`src/rtl/lip_consts.vh`:
```
// How it works
// - Frames longer than the loaded length count are flagged for discard.
// - Retransmissions after retransmission-timer expiry stop once the limit count wraps.
// - With extended block enabled, retry limit comes from upper byte of word 40.
// - Prescaler steps every 32 clocks; at its end timers tick and it reloads.
// - Prescale field is 8 bits, or the full 16-bit word 08 when extended.
// - Prescale 1 gives 64 clocks; 0 gives 8224, or 2,097,184 when extended.
// - Retransmission timer expiry before the response requests a control frame resend.
// - Idle timer expiry marks link down, or starts poll sequence in alternate mode.
// - Idle timer is held off when RTS control is enabled or in transparent mode.
// - Transmit ring is polled only on poll timer expiry, demand, or protocol receive.
// - Receive ring bit 15 suppresses the per-frame receive interrupt.
// - Ring sizes come from pointer bits 14:12 as powers of two.
// - Receive ring bit 11 enables remote-busy primitive code 5 on busy change.
// - Receive ring bit 10 accepts bad-checksum frames, only in transparent mode.
// - Receive ring bit 9 counts aborted frames in their own counter.
// - Receive ring bit 8 appends the full checksum and counts it in length.
// - Transmit pointer bits 10:08 give window as power of two less one.
// - Status request writes 7 words at the word-aligned status buffer address.
// - Error counters at words 44 to 56 are incremented by hardware and can also be written by software.
`ifndef LIP_CONSTS_VH
`define LIP_CONSTS_VH

// ----------------------------------------------------------------
// Register indices (byte address is four times the index)
// ----------------------------------------------------------------
`define LIP_IDX_N1        7'h04
`define LIP_IDX_N2        7'h06
`define LIP_IDX_PRESCALE  7'h08
`define LIP_IDX_T1        7'h0A
`define LIP_IDX_T3        7'h0C
`define LIP_IDX_TP        7'h0E
`define LIP_IDX_RDP_HI    7'h10
`define LIP_IDX_RDP_LO    7'h12
`define LIP_IDX_TDP_HI    7'h14
`define LIP_IDX_TDP_LO    7'h16
`define LIP_IDX_SBA_HI    7'h18
`define LIP_IDX_SBA_LO    7'h1A
`define LIP_IDX_N2_EXT    7'h28
`define LIP_IDX_ERR_FIRST 7'h2C
`define LIP_IDX_ERR_LAST  7'h38
`define LIP_IDX_CTRL0     7'h40
`define LIP_IDX_CTRL2     7'h41
`define LIP_IDX_CTRL5     7'h42
`define LIP_IDX_STATUS    7'h43

// ----------------------------------------------------------------
// Field positions
// ----------------------------------------------------------------
`define LIP_BIT_TX_DEMAND     3
`define LIP_BIT_EXT_INIT      14
`define LIP_BIT_ALT_IDLE      12
`define LIP_BIT_RTS_CTRL      4
`define LIP_BIT_RX_IRQ_DIS    15
`define LIP_BIT_REMOTE_BUSY   11
`define LIP_BIT_BAD_CRC       10
`define LIP_BIT_ABORT_CNT     9
`define LIP_BIT_APPEND_CRC    8

// ----------------------------------------------------------------
// Reset values and timing counts
// ----------------------------------------------------------------
`define LIP_RST_WORD      16'h0000
`define LIP_PRESCALE_DIV  5'h1F
`define LIP_STAT_LAST     3'h6
`define LIP_PRIM_RBUSY    4'h5

`endif

```
`src/rtl/lip_init_timers.v`:
```
// Our own choices: the Wishbone interface to the registers and the placing of the registers.
`timescale 1ns/100ps
`include "lip_consts.vh"

module lip_init_timers (
  // Clock and reset
  input  wire        clk,
  input  wire        rstn,
  // Wishbone slave
  input  wire        wb_cyc_i,
  input  wire        wb_stb_i,
  input  wire        wb_we_i,
  input  wire [31:0] wb_adr_i,
  input  wire [3:0]  wb_sel_i,
  input  wire [31:0] wb_dat_i,
  output reg  [31:0] wb_dat_o,
  output reg         wb_ack_o,
  // Link events from the frame datapath
  input  wire        transparent_mode,
  input  wire        rx_frame_start,
  input  wire        rx_byte,
  input  wire        rx_frame_ok,
  input  wire        rx_bad_crc,
  input  wire        rx_abort,
  input  wire        rx_short,
  input  wire        rx_frmr,
  input  wire        rx_rej,
  input  wire        tx_rej_sent,
  input  wire        rx_sup_frame,
  input  wire        rx_remote_busy,
  input  wire        ctrl_frame_sent,
  input  wire        ctrl_resp_rcvd,
  input  wire        status_req,
  input  wire [15:0] stat_word_in,
  // Control results
  output reg         rx_discard,
  output reg         retx_req,
  output reg         retx_exhausted,
  output reg         link_down,
  output reg         poll_seq_start,
  output reg         tx_poll_go,
  output reg         rx_irq,
  output reg         prim_valid,
  output reg  [3:0]  primitive_code,
  // Ring options
  output wire        accept_bad_crc_en,
  output wire        append_crc_en,
  output wire [2:0]  rx_ring_len,
  output wire [2:0]  tx_ring_len,
  output wire [6:0]  tx_window,
  output wire [23:0] rx_ring_base,
  output wire [23:0] tx_ring_base,
  // Status buffer writer
  output reg         stat_wr_valid,
  output reg  [23:0] stat_wr_addr,
  output reg  [15:0] stat_wr_data,
  output reg  [2:0]  stat_word_idx
);

  // ----------------------------------------------------------------
  // Register storage
  // ----------------------------------------------------------------
  reg  [15:0] n1_q;
  reg  [15:0] n2_q;
  reg  [15:0] prescale_q;
  reg  [15:0] t1_q;
  reg  [15:0] t3_q;
  reg  [15:0] tp_q;
  reg  [15:0] rdp_hi_q;
  reg  [15:0] rdp_lo_q;
  reg  [15:0] tdp_hi_q;
  reg  [15:0] tdp_lo_q;
  reg  [15:0] sba_hi_q;
  reg  [15:0] sba_lo_q;
  reg  [15:0] n2x_q;
  reg  [15:0] ctrl2_q;
  reg  [15:0] ctrl5_q;
  reg         tx_demand_q;
  reg  [15:0] err_q [0:6];
  reg  [31:0] rd_d;

  wire [6:0]  idx     = wb_adr_i[8:2];
  wire        hit     = (wb_adr_i[31:9] == 23'h000000);
  wire        req     = wb_cyc_i & wb_stb_i & ~wb_ack_o;
  wire        wr      = req & wb_we_i & hit;
  wire [15:0] wmask   = {{8{wb_sel_i[1]}}, {8{wb_sel_i[0]}}};
  wire        ext_en  = ctrl2_q[`LIP_BIT_EXT_INIT];
  wire        err_hit = (idx >= `LIP_IDX_ERR_FIRST) && (idx <= `LIP_IDX_ERR_LAST) && ~idx[0];
  wire [2:0]  err_sel = idx[3:1] - 3'h6;

  // Byte-lane merge of a write into a 16-bit word
  function [15:0] merge;
    input [15:0] old;
    input [15:0] nw;
    input [15:0] m;
    begin
      merge = (old & ~m) | (nw & m);
    end
  endfunction

  // ----------------------------------------------------------------
  // Wishbone slave: one wait state, ack one cycle after the strobe
  // ----------------------------------------------------------------
  always @(posedge clk) begin
    if (!rstn) begin
      wb_ack_o <= 1'b0;
      wb_dat_o <= 32'h00000000;
    end else begin
      wb_ack_o <= req;
      if (req) begin
        wb_dat_o <= rd_d;
      end
    end
  end

  // Read mux; unmapped and reserved words read zero
  always @* begin
    rd_d = 32'h00000000;
    if (hit) begin
      case (idx)
        `LIP_IDX_N1:       rd_d[15:0] = n1_q;
        `LIP_IDX_N2:       rd_d[15:0] = n2_q;
        `LIP_IDX_PRESCALE: rd_d[15:0] = prescale_q;
        `LIP_IDX_T1:       rd_d[15:0] = t1_q;
        `LIP_IDX_T3:       rd_d[15:0] = t3_q;
        `LIP_IDX_TP:       rd_d[15:0] = tp_q;
        `LIP_IDX_RDP_HI:   rd_d[15:0] = rdp_hi_q;
        `LIP_IDX_RDP_LO:   rd_d[15:0] = rdp_lo_q;
        `LIP_IDX_TDP_HI:   rd_d[15:0] = tdp_hi_q;
        `LIP_IDX_TDP_LO:   rd_d[15:0] = tdp_lo_q;
        `LIP_IDX_SBA_HI:   rd_d[15:0] = sba_hi_q;
        `LIP_IDX_SBA_LO:   rd_d[15:0] = sba_lo_q;
        `LIP_IDX_N2_EXT:   rd_d[15:0] = n2x_q;
        `LIP_IDX_CTRL0:    rd_d[`LIP_BIT_TX_DEMAND] = tx_demand_q;
        `LIP_IDX_CTRL2:    rd_d[15:0] = ctrl2_q;
        `LIP_IDX_CTRL5:    rd_d[15:0] = ctrl5_q;
        `LIP_IDX_STATUS:   rd_d[4:0] = {link_down, retx_exhausted, rx_discard, stat_wr_valid, tx_demand_q};
        default: begin
          if (err_hit) begin
            rd_d[15:0] = err_q[err_sel];
          end
        end
      endcase
    end
  end

  // Parameter words; reserved pointer bits are dropped on write
  always @(posedge clk) begin
    if (!rstn) begin
      n1_q       <= `LIP_RST_WORD;
      n2_q       <= `LIP_RST_WORD;
      prescale_q <= `LIP_RST_WORD;
      t1_q       <= `LIP_RST_WORD;
      t3_q       <= `LIP_RST_WORD;
      tp_q       <= `LIP_RST_WORD;
      rdp_hi_q   <= `LIP_RST_WORD;
      rdp_lo_q   <= `LIP_RST_WORD;
      tdp_hi_q   <= `LIP_RST_WORD;
      tdp_lo_q   <= `LIP_RST_WORD;
      sba_hi_q   <= `LIP_RST_WORD;
      sba_lo_q   <= `LIP_RST_WORD;
      n2x_q      <= `LIP_RST_WORD;
      ctrl2_q    <= `LIP_RST_WORD;
      ctrl5_q    <= `LIP_RST_WORD;
    end else if (wr) begin
      case (idx)
        `LIP_IDX_N1:       n1_q       <= merge(n1_q, wb_dat_i[15:0], wmask);
        `LIP_IDX_N2:       n2_q       <= merge(n2_q, wb_dat_i[15:0], wmask);
        `LIP_IDX_PRESCALE: prescale_q <= merge(prescale_q, wb_dat_i[15:0], wmask);
        `LIP_IDX_T1:       t1_q       <= merge(t1_q, wb_dat_i[15:0], wmask);
        `LIP_IDX_T3:       t3_q       <= merge(t3_q, wb_dat_i[15:0], wmask);
        `LIP_IDX_TP:       tp_q       <= merge(tp_q, wb_dat_i[15:0], wmask);
        `LIP_IDX_RDP_HI:   rdp_hi_q   <= merge(rdp_hi_q, wb_dat_i[15:0], wmask);
        `LIP_IDX_RDP_LO:   rdp_lo_q   <= merge(rdp_lo_q, wb_dat_i[15:0], wmask);
        `LIP_IDX_TDP_HI:   tdp_hi_q   <= merge(tdp_hi_q, wb_dat_i[15:0], wmask) & 16'h77FF;
        `LIP_IDX_TDP_LO:   tdp_lo_q   <= merge(tdp_lo_q, wb_dat_i[15:0], wmask);
        `LIP_IDX_SBA_HI:   sba_hi_q   <= merge(sba_hi_q, wb_dat_i[15:0], wmask) & 16'h00FF;
        `LIP_IDX_SBA_LO:   sba_lo_q   <= merge(sba_lo_q, wb_dat_i[15:0], wmask);
        `LIP_IDX_N2_EXT:   n2x_q      <= merge(n2x_q, wb_dat_i[15:0], wmask);
        `LIP_IDX_CTRL2:    ctrl2_q    <= merge(ctrl2_q, wb_dat_i[15:0], wmask);
        `LIP_IDX_CTRL5:    ctrl5_q    <= merge(ctrl5_q, wb_dat_i[15:0], wmask);
        default: ;
      endcase
    end
  end

  // ----------------------------------------------------------------
  // Ring options
  // ----------------------------------------------------------------
  assign rx_ring_len       = rdp_hi_q[14:12];
  assign tx_ring_len       = tdp_hi_q[14:12];
  assign tx_window         = 7'h7F >> (3'h7 - tdp_hi_q[10:8]);
  assign accept_bad_crc_en = rdp_hi_q[`LIP_BIT_BAD_CRC] & transparent_mode;
  assign append_crc_en     = rdp_hi_q[`LIP_BIT_APPEND_CRC];
  // Bit 0 forced low so a careless base never yields an odd word fetch
  assign rx_ring_base      = {rdp_hi_q[7:0], rdp_lo_q[15:1], 1'b0};
  assign tx_ring_base      = {tdp_hi_q[7:0], tdp_lo_q[15:1], 1'b0};

  // ----------------------------------------------------------------
  // Prescaler: 32-clock step, then a reloading down count
  // ----------------------------------------------------------------
  reg  [4:0]  div_q;
  reg  [16:0] pre_q;
  reg         tick_q;
  wire        step      = (div_q == `LIP_PRESCALE_DIV);
  // Zero selects the longest period, one more than the field can hold
  wire [16:0] pre_load  = ext_en ? ((prescale_q == 16'h0000) ? 17'h10000 : {1'b0, prescale_q})
                                 : ((prescale_q[7:0] == 8'h00) ? 17'h00100 : {9'h000, prescale_q[7:0]});

  always @(posedge clk) begin
    if (!rstn) begin
      div_q  <= 5'h00;
      pre_q  <= 17'h00000;
      tick_q <= 1'b0;
    end else begin
      div_q  <= div_q + 5'h01;
      tick_q <= 1'b0;
      if (step) begin
        if (pre_q == 17'h00000) begin
          pre_q  <= pre_load;
          tick_q <= 1'b1;
        end else begin
          pre_q <= pre_q - 17'h00001;
        end
      end
    end
  end

  // ----------------------------------------------------------------
  // Scaled timers: 0 retransmission, 1 link idle, 2 transmit poll
  // ----------------------------------------------------------------
  reg         t1_run_q;
  wire [2:0]  tmr_run;
  wire [2:0]  tmr_restart;
  wire [47:0] tmr_load = {tp_q, t3_q, t1_q};
  reg  [2:0]  tmr_exp;
  reg  [15:0] tmr_q [0:2];
  wire        idle_en = ~ctrl5_q[`LIP_BIT_RTS_CTRL] & ~transparent_mode;

  assign tmr_run     = {1'b1, idle_en, t1_run_q};
  assign tmr_restart = {tx_poll_go, rx_frame_ok | ~idle_en, ctrl_frame_sent | ctrl_resp_rcvd};

  genvar g;
  generate
    for (g = 0; g < 3; g = g + 1) begin : g_tmr
      // Count up from the two's complement load; expire past all ones
      always @(posedge clk) begin
        if (!rstn) begin
          tmr_q[g]   <= 16'h0000;
          tmr_exp[g] <= 1'b0;
        end else begin
          tmr_exp[g] <= 1'b0;
          if (tmr_restart[g]) begin
            tmr_q[g] <= tmr_load[16*g +: 16];
          end else if (tick_q && tmr_run[g]) begin
            if (tmr_q[g] == 16'hFFFF) begin
              tmr_exp[g] <= 1'b1;
              tmr_q[g]   <= tmr_load[16*g +: 16];
            end else begin
              tmr_q[g] <= tmr_q[g] + 16'h0001;
            end
          end
        end
      end
    end
  endgenerate

  // ----------------------------------------------------------------
  // Retransmission control
  // ----------------------------------------------------------------
  reg  [7:0]  n2_cnt_q;
  reg         n2_wrap_q;
  wire [7:0]  n2_load = ext_en ? n2x_q[15:8] : n2_q[7:0];

  // Timer armed by a sent control frame, stopped by its response
  always @(posedge clk) begin
    if (!rstn) begin
      t1_run_q       <= 1'b0;
      n2_cnt_q       <= 8'h00;
      n2_wrap_q      <= 1'b0;
      retx_req       <= 1'b0;
      retx_exhausted <= 1'b0;
    end else begin
      retx_req <= 1'b0;
      if (ctrl_resp_rcvd) begin
        t1_run_q       <= 1'b0;
        n2_cnt_q       <= n2_load;
        n2_wrap_q      <= 1'b0;
        retx_exhausted <= 1'b0;
      end else if (tmr_exp[0]) begin
        if (n2_wrap_q) begin
          retx_exhausted <= 1'b1;
          t1_run_q       <= 1'b0;
        end else begin
          retx_req  <= 1'b1;
          n2_cnt_q  <= n2_cnt_q + 8'h01;
          // Load is the two's complement of one less than the limit, so the last allowed resend sees zero
          n2_wrap_q <= (n2_cnt_q == 8'h00);
        end
      end else if (ctrl_frame_sent) begin
        t1_run_q <= 1'b1;
        if (!t1_run_q) begin
          n2_cnt_q  <= n2_load;
          n2_wrap_q <= 1'b0;
        end
      end
    end
  end

  // ----------------------------------------------------------------
  // Frame length check
  // ----------------------------------------------------------------
  reg  [15:0] n1_cnt_q;
  reg         n1_wrap_q;

  always @(posedge clk) begin
    if (!rstn) begin
      n1_cnt_q   <= 16'h0000;
      n1_wrap_q  <= 1'b0;
      rx_discard <= 1'b0;
    end else if (rx_frame_start) begin
      n1_cnt_q   <= n1_q;
      n1_wrap_q  <= 1'b0;
      rx_discard <= 1'b0;
    end else if (rx_byte) begin
      n1_cnt_q <= n1_cnt_q + 16'h0001;
      // Zero is reached by the last allowed byte; only a later byte discards
      if (n1_cnt_q == 16'h0000) begin
        n1_wrap_q <= 1'b1;
      end
      if (n1_wrap_q) begin
        rx_discard <= 1'b1;
      end
    end
  end

  // ----------------------------------------------------------------
  // Idle, polling and receive indications
  // ----------------------------------------------------------------
  reg         busy_seen_q;

  always @(posedge clk) begin
    if (!rstn) begin
      link_down      <= 1'b0;
      poll_seq_start <= 1'b0;
      tx_poll_go     <= 1'b0;
      tx_demand_q    <= 1'b0;
      rx_irq         <= 1'b0;
      prim_valid     <= 1'b0;
      primitive_code <= 4'h0;
      busy_seen_q    <= 1'b0;
    end else begin
      poll_seq_start <= 1'b0;
      rx_irq         <= rx_frame_ok & ~rdp_hi_q[`LIP_BIT_RX_IRQ_DIS];
      prim_valid     <= 1'b0;
      // Link idle expiry: disconnect or alternate poll sequence
      if (rx_frame_ok) begin
        link_down <= 1'b0;
      end else if (tmr_exp[1]) begin
        if (ctrl2_q[`LIP_BIT_ALT_IDLE]) begin
          poll_seq_start <= 1'b1;
        end else begin
          link_down <= 1'b1;
        end
      end
      // Poll on expiry, demand, or protocol-mode receive
      tx_poll_go <= ~tx_poll_go & (tmr_exp[2] | tx_demand_q |
                    (rx_frame_ok & ~transparent_mode));
      // Demand set by software wins over the clear from a poll
      if (wr && idx == `LIP_IDX_CTRL0 && wb_sel_i[0] && wb_dat_i[`LIP_BIT_TX_DEMAND]) begin
        tx_demand_q <= 1'b1;
      end else if (tx_poll_go) begin
        tx_demand_q <= 1'b0;
      end
      // Remote busy change on a supervisory frame
      if (rx_sup_frame) begin
        busy_seen_q <= rx_remote_busy;
        if (rdp_hi_q[`LIP_BIT_REMOTE_BUSY] && rx_remote_busy != busy_seen_q) begin
          prim_valid     <= 1'b1;
          primitive_code <= `LIP_PRIM_RBUSY;
        end
      end
    end
  end

  // ----------------------------------------------------------------
  // Error counters: hardware increment wins over a software write
  // ----------------------------------------------------------------
  wire        abort_sep = rdp_hi_q[`LIP_BIT_ABORT_CNT];
  wire [6:0]  err_inc   = {rx_abort & abort_sep, rx_short, tx_rej_sent, rx_rej,
                           tmr_exp[0], rx_frmr, rx_bad_crc | (rx_abort & ~abort_sep)};

  generate
    for (g = 0; g < 7; g = g + 1) begin : g_err
      always @(posedge clk) begin
        if (!rstn) begin
          err_q[g] <= `LIP_RST_WORD;
        end else if (err_inc[g]) begin
          err_q[g] <= err_q[g] + 16'h0001;
        end else if (wr && err_hit && err_sel == g) begin
          err_q[g] <= merge(err_q[g], wb_dat_i[15:0], wmask);
        end
      end
    end
  endgenerate

  // ----------------------------------------------------------------
  // Status buffer writer: seven consecutive words
  // ----------------------------------------------------------------
  wire [23:0] status_buf_base = {sba_hi_q[7:0], sba_lo_q[15:1], 1'b0};

  always @(posedge clk) begin
    if (!rstn) begin
      stat_wr_valid <= 1'b0;
      stat_wr_addr  <= 24'h000000;
      stat_wr_data  <= 16'h0000;
      stat_word_idx <= 3'h0;
    end else begin
      if (stat_wr_valid) begin
        if (stat_word_idx == `LIP_STAT_LAST) begin
          stat_wr_valid <= 1'b0;
        end else begin
          stat_word_idx <= stat_word_idx + 3'h1;
          stat_wr_addr  <= stat_wr_addr + 24'h000002;
        end
      end else if (status_req) begin
        stat_wr_valid <= 1'b1;
        stat_word_idx <= 3'h0;
        stat_wr_addr  <= status_buf_base;
      end
      stat_wr_data <= stat_word_in;
    end
  end

endmodule

```
`config.mk`:
```
export PLATFORM = sky130hd
export DESIGN_NAME = lip_init_timers
export DESIGN_NICKNAME = d
export VERILOG_FILES = /design/src/rtl/lip_init_timers.v
export VERILOG_INCLUDE_DIRS = /design/src /design/src/rtl
export SDC_FILE = /design/constraint.sdc
export NUM_CORES = 1
export LEC_CHECK = 0
export BUFFER_PORTS_ARGS = -buffer_cell sky130_fd_sc_hd__buf_2
export CORE_ASPECT_RATIO = 0.75
export CORE_MARGIN = 4
export CORE_UTILIZATION = 39
export DETAILED_ROUTE_END_ITERATION = 7
export PLACE_DENSITY = 0.66
export SKIP_LAST_GASP = 1
export SYNTH_ARGS = -nofsm -noshare
export SYNTH_HDL_FRONTEND = slang
export SYNTH_SLANG_ARGS = --single-unit
```
`constraint.sdc`:
```
create_clock -name clk -period 3.9 [get_ports clk]
set_input_delay 0.39 -clock clk [delete_from_list [all_inputs] [get_ports clk]]
set_output_delay 0.39 -clock clk [all_outputs]
set_load 0.005 [all_outputs]
```
=== Word level (Yosys, flattened, before mapping) ===
Memories as Yosys holds them, arrays and structs flattened.
Index checks and enable logic that the tools add are counted.

* Bits in registers: 355
* RAM bits: 160
* Output and inout bits: 152
* Memories kept: 2

* $add $sub $neg: 18
* Order comparisons: 2
* Eq/ne operators: 34
* Shift operators: 1
* Mux-type cells: 152
* Bitwise operators: 97
* Reduce and logical (&&, ||, !) cells: 60

{| class="wikitable"
|+ Memories
! name !! depth !! bits a word !! read ports !! clocked after memory_dff !! write ports !! RTL line !! source
|-
| err_q || 7 || 16 || 8 || 0 || 7 || lip_init_timers.v:79 || <nowiki>reg [15:0] err_q [0:6];</nowiki>
|-
| tmr_q || 3 || 16 || 3 || 0 || 3 || lip_init_timers.v:237 || <nowiki>reg [15:0] tmr_q [0:2];</nowiki>
|}

{| class="wikitable"
|+ Operators by type and width
! kind !! count
|-
| $mux 16 || 27
|-
| $and 16x16->16 || 21
|-
| $or 16x16->16 || 20
|-
| $add 16x1->16 const B || 11
|-
| $pmux 11 s16 || 1
|-
| $mux 1 || 105
|-
| $mux 24 || 3
|-
| $mux 17 || 3
|-
| $pmux 3 s17 || 1
|-
| $reduce_and 2->1 || 25
|-
| $eq 16x16->1 const B || 3
|-
| $mux 8 || 6
|-
| $eq 7x5->1 const B || 6
|-
| $pmux 1 s17 || 2
|-
| $logic_not 16->1 || 2
|-
| $eq 7x4->1 const B || 4
|-
| $eq 7x7->1 const B || 4
|-
| $or 1x1->1 || 28
|-
| $add 24x2->24 const B || 1
|-
| $logic_not 23->1 || 1
|-
| $logic_not 17->1 || 1
|-
| $sub 17x1->17 const B || 1
|-
| $logic_and 1x1->1 || 16
|-
| $logic_not 8->1 || 2
|-
| 34 further kinds || 70
|}

=== Depth between registers and ports, before layout ===
Gate-level depths: netlist (run 1).

* Word-level depth: 11
* Depth in mapped cells: 11
* Gate-level depth less buffers: 9

=== Worst setup path before layout (run 1) ===
Ideal clock, no wire load.

* Path kind: input to register
* From: input wb_adr_i[4]
* To: memory err_q[4][0] (enable)
* Data arrival time: 2.649 ns
* Required time: 3.524 ns
* Path slack: 0.875 ns
* Stages on the path: 8
* Cell sequence: clkbuf_1 inv_1 ha_1 or3b_2 a311oi_1 buf_2 nand4_1 nand3b_1

{| class="wikitable"
|+ RTL lines
! item !! RTL line !! source
|-
| start: declaration || lip_init_timers.v:13 || <nowiki>input wire [31:0] wb_adr_i,</nowiki>
|-
| end: declaration || lip_init_timers.v:79 ||
|}

==> results.cfg, run 1 <==
[outcome]
status = finished with violations
failed_checks = DRC

[setup_path]
worstPathArrival_ps = 3240
critPathLaunch = wb_adr_i[4]
cp-end-kind = flip-flop
worstReg2RegEnd = stat_wr_addr[23]
rr_worst_depth = 7
crit_fanout = 15
r2r_start = stat_wr_addr[2]
r2r_setup_slack_ps = 1210
critPathKind = input port to flip-flop
critPathLaunchType = input port
critPathRequiredTime_ps = 4380
critPathCapture = err_q[4][8]

[flow_run]
drv_cap = 0

[detailed_routing]
firstDrtPassIters = 8
wl_per_cell_um = 23.8
viasPerCell = 6.08
drc = 15
wl_mm = 93.5
drtAntennaViolNets = 0
vias = 23900
drt_iter0_markers = 2964

[clocking]
cts_max_path_buffers = 3
cts_made_buffers = 53
cts_tree = yes
cts_htree_levels = 2
cts_num_sinks = 514
postCtsSetupRepairBufs = 0
clk_latency_ps = 620
clk_pin_slew_ps = 60
root_buffer = clkbuf_16

[synth]
synthMuxAreaShare_pct = 3.87
synth_adder_area_share_pct = 1.15
synth_top_family_by_area = simple AND/OR/NAND/NOR gates
avgSynthCellArea_um2 = 8.96
ys_types = 82
synth-async-reset-ratio_pct = 0
syn_inst = 2914
synth_compound_area_share_pct = 17.8
synth-main-ff-cell = dfxtp_1
synth-simple-area-share_pct = 20.9
synthesis.area_um2 = 26100
ys_ff_latch = 514
synth_edf_count = 160
synthXorXnorAreaFrac_pct = 4.97
seq_area_frac_synth_pct = 45.6
yosys_warnings = 0

[global_routing]
grt_pass1_wl_mm = 137
grtUsageTotal_pct = 25.1
grt_pass1_vias = 21300
grt_start_max_net_pins = 143
antenna_found_initial = 6
grt_overflow = 0

[floorplan]
dieHeight_um = 232
io_pins = 256
die_area_um2 = 71200
coreArea_um2 = 65800
rows = 81
dieWidth_um = 307
start_util_pct = 39.7

[sta]
period_minus_slack_ps = 2770
timing.fmax_mhz = 362
setup_slack_ps = 1130
hold_violations = 0
drv_slew = 0
setup_viol = 0
tightest_slew_ps = 928
final.setup.tns_ps = 0
fin_crit_sh_pct = 70.9
relSlewSlack_pct = 38.1
clock_skew_ps = 20.8
rsz0062_at_grt = false

[place]
gp_congestion = 0.949
portBuffers = 214
dpl.hpwl_mm = 67.5
place_ws_ps = 596

[power]
p_leak_nw = 10.7
p_per_area_nw_per_um2 = 408
vdd_ir_drop_max_mv = 0.318

[cells_and_area]
fillers = 6367
final_cell_mix = 354 x dfxtp_1, 345 x o21ai_0, 344 x nand3_1
layout_commonest_cell = dfxtp_1
layout-drive-gt1-share_pct = 14.3
syn2layout_area_growth_pct = 13.3
nets = 3137

[worst_hold_path]
hold_class = input port to flip-flop
-- layer usage --
metal,GRT usage [%],share of wire (%)
met1,37.0,43
met4,9.88,4.1
met2,34.4,40
met5,0,0.036
met3,7.10,12
-- how the worst min path moves through the flow --
stage                    from     endpoint  depth (start not counted)  slack [ps]
6_report       rx_remote_busy  busy_seen_q                          3          60
5_1_grt          rx_sup_frame  busy_seen_q                          3          60
4_1_cts        rx_remote_busy  busy_seen_q                          3          30
3_5_place_dp       tmr_exp[2]   tx_poll_go                          1         440
3_3_place_gp         div_q[0]     div_q[0]                          1         430
2_1_floorplan    rdp_hi_q[15]       rx_irq                          1         410
-- metrics by stage --
| step | area, um^2 | hold slack (ps) | util (%) | instances | total power [mW] |
|---|---|---|---|---|---|
| floorplan | 26200 | 411 | - | 2934 | 6.37 |
| global placement | 27500 | 431 | 41.9 | 3809 | 6.69 |
| detailed placement | 27500 | 443 | 41.9 | 3809 | 6.69 |
| CTS | 29600 | 33.4 | 44.9 | 3925 | 12.1 |
| global route | 29600 | 56.7 | 44.9 | 3927 | 12.4 |
| finish | 29600 | 57.8 | 45.0 | 3929 | 12.1 |
-- what timing repair did --
item,CTS,global route
gates resized for setup,0,0
hold endpoints to repair,16,0
hold buffers,16,0
setup endpoints to repair,0,0
-- flip-flops by register name, indices dropped and copies added (netlist names), 8 cells and up --
register      flops
stat_wr_addr     23
tdp_lo_q         16
err_q           112
rdp_lo_q         16
wb_dat_o         16
n1_cnt_q         16
tdp_hi_q         14
ctrl5_q          16
prescale_q       16
n2_q             16
pre_q            17
sba_hi_q          8
t3_q             16
n1_q             16
n2x_q            16
stat_wr_data     16
n2_cnt_q          8
t1_q             16
sba_lo_q         16
tmr_q            48
tp_q             16
rdp_hi_q         16
ctrl2_q          16
-- cell families after synthesis --
family | count (synthesis)
compound gates | 758
xor+xnor | 148
fa+ha+maj | 24
buf+inv | 312
flops | 514
mux | 78
other cells | 1
simple gates | 1079
-- synthesized netlist by cell type (70+ instances only) --
master      n  share of area (%)
a22oi_1    76                2.2
nor2_1    162                2.3
o21ai_0   345                6.6
clkbuf_1  144                2.1
nand3_1   344                6.6
nand2_1   238                3.4
xnor2_1    75                2.5
dfxtp_1   354                 27
edfxtp_1  160                 18
a21oi_1    88                1.7
o22ai_1    70                1.7
xor2_1     73                2.4
buf_4      76                2.2
-- report_power, final --
group,switching (mW),total (mW),internal (mW)
sequential,0.146,5.78,5.64
clock,2.29,5.46,3.17
combinational,0.543,0.831,0.288
-- critical path, cell delays in order --
cell     delay (ps)
buf_2           140
inv_1           140
ha_1            500
nor2b_1         280
nor4b_1         470
nand3_1         620
nor2_1          490
a221o_1         210
-- final cells by class --
cell class              count  area (um^2)  share of cell area [%]
diodes                      4         10.0                  0.0339
well taps                 871         1090                    3.69
clock inverters            16          229                   0.774
multi-input cells        2108        12800                    43.3
inverters                  36          135                   0.457
clock buffers              84         1640                    5.55
flip-flops and latches    514        11900                    40.2
repair buffers            296         1760                    5.96
Power figures use the tool's default switching activity.
==> inputs of run 2 (changes only) <==
Settings changed: PLACE_DENSITY 0.66 to 0.68.
Clock period 3.9 ns to 2.4 ns, I/O delays scaled along.
==> run 2 against run 1 <==
  * The flow now finishes without violations
  * Largest power group unchanged
  * Worst setup slack worse by 1100 ps
  * Utilization up 2.5 points
  * Clock skew increased by 12 ps
  * Clock power grew 62%
  * First-iteration DRC count increased by 25%
  * Cell area increased by 5.6%
==> results.cfg, run 2 (synthesized netlist as in run 1, its figures left out) <==
[global_routing]
grt_pass1_vias = 22100
grt_start_max_net_pins = 116
grtUsageTotal_pct = 26.4
grt_pass1_wl_mm = 144
grt_overflow = 0
antenna_found_initial = 3

[floorplan]
dieWidth_um = 307
io_pins = 256
dieHeight_um = 232
start_util_pct = 39.7
die_area_um2 = 71200
coreArea_um2 = 65800
rows = 81

[place]
portBuffers = 214
dp.cells = 3991
gp_congestion = 0.983
place_ws_ps = -184
dpl.hpwl_mm = 72.8

[sta]
timing.fmax_mhz = 423
fin_crit_sh_pct = 98.4
tightest_slew_ps = 872
final.setup.tns_ps = 0
period_minus_slack_ps = 2360
clock_skew_ps = 33.0
relSlewSlack_pct = 41.8
rsz0062_at_grt = true
setup_viol = 0
setup_slack_ps = 37.8
drv_slew = 0
hold_violations = 0

[cells_and_area]
nets = 3332
layout-drive-gt1-share_pct = 19.4
reg.largest.list = err_q: 112 flops, tmr_q: 48 flops, stat_wr_addr: 23 flops
stdcell_count = 4121
largest_reg_flops = 112
regMostFlops = err_q
final_cell_mix = 353 x dfxtp_1, 345 x o21ai_0, 344 x nand3_1
fillers = 6178
final_util_pct = 47.5
layout_commonest_cell = dfxtp_1
syn2layout_area_growth_pct = 19.6

[setup_path]
critPathCapture = pre_q[16]
rr_worst_depth = 7
critPathLaunch = pre_q[0]
cp-end-kind = flip-flop
critPathLaunchType = flip-flop
worstPathArrival_ps = 2920
r2r_start = pre_q[0]
crit_fanout = 5
r2r_setup_slack_ps = 40
critPathRequiredTime_ps = 2960
worstReg2RegEnd = pre_q[16]
critPathKind = flip-flop to flip-flop

[clocking]
cts_max_path_buffers = 3
clk_latency_ps = 630
clk_pin_slew_ps = 60
root_buffer = clkbuf_16
cts_num_sinks = 514
cts_made_buffers = 53
cts_htree_levels = 2
cts_tree = yes

[worst_hold_path]
hold_start = wb_dat_i[8]
hold_class = input port to flip-flop

[detailed_routing]
firstDrtPassIters = 8
drtAntennaViolNets = 0
vias = 24900
drt_iter0_markers = 3709
drc = 0
wl_mm = 97.9
wl_per_cell_um = 23.8
viasPerCell = 6.03

[power]
p_per_area_nw_per_um2 = 633
vdd_ir_drop_max_mv = 0.496
p_total_mw = 19.8
p_leak_nw = 11.7

[outcome]
status = complete, no violations

[flow_run]
drv_cap = 0
==> run 2: changes by cell type in the layout (fill, tap and decap cells not counted), moves of 4 or more <==
cell	change
clkbuf_8	-8
clkinv_1	+5
buf_12	+11
buf_4	+172
dlygate4sd3_1	+12
clkinvlp_4	+4
==> run 2: area by class of cell <==
type	instances	area (um^2)	area share, %
antenna	2	5.00	0.0160
clock buffer	69	1480	4.74
clock inverter	30	360	1.15
inverter	36	143	0.457
multi-input combinational	2108	12900	41.2
sequential	514	11900	38.1
tap	871	1090	3.49
timing repair buffer	491	3390	10.9
==> run 2: how the worst min path moves through the flow <==
stage | endpoint | slack, ps | cells past startpoint
after global routing | err_q[4][13] | 20 | 2
after global placement | poll_seq_start | 430 | 2
after detailed placement | poll_seq_start | 430 | 2
after floorplan | rx_irq | 360 | 2
after CTS | err_q[3][1] | 6 | 3
final | err_q[4][8] | 20 | 2
==> run 2: stage by stage <==
step | hold WS (ps) | area, um^2
final | 23.0 | 31200
after global routing | 23.9 | 31200
after CTS | 5.75 | 31200
after detailed placement | 427 | 29100
after global placement | 426 | 29100
after floorplan | 363 | 26200
==> run 2: timing repair <==
item | in CTS | in global routing
hold endpoints to repair | 28 | 0
gates resized for setup | 2 | 8
setup endpoints to repair | 2 | 52
buffers inserted | 0 | 1
hold buffers | 28 | 0
pin swaps | 0 | 2
==> run 2: where the power goes <==
group / leakage [nW] / switching [mW] / internal, mW / total [mW]
logic: 6.16 / 0.960 / 0.589 / 1.55
registers: 4.62 / 0.224 / 9.16 / 9.39
clock network: 0.888 / 3.79 / 5.04 / 8.82
==> run 2: metal layers <==
metal | routed length [um] | vias to the layer above | global-route usage [%]
li1 | - | 11300 | -
met3 | 12600 | 241 | 7.01
met4 | 4130 | 0 | 9.91
met2 | 39800 | 1595 | 36.9
met5 | 0 | - | 0
met1 | 41300 | 11700 | 38.8
==> run 2: critical path, cell delays in order (launching register included) <==
cell and delay (ps):
dfxtp_1 310, inv_1 100, ha_1 170, or4b_4 470, or3_1 340, or2_4 270, or4_1 480, a21oi_1 150
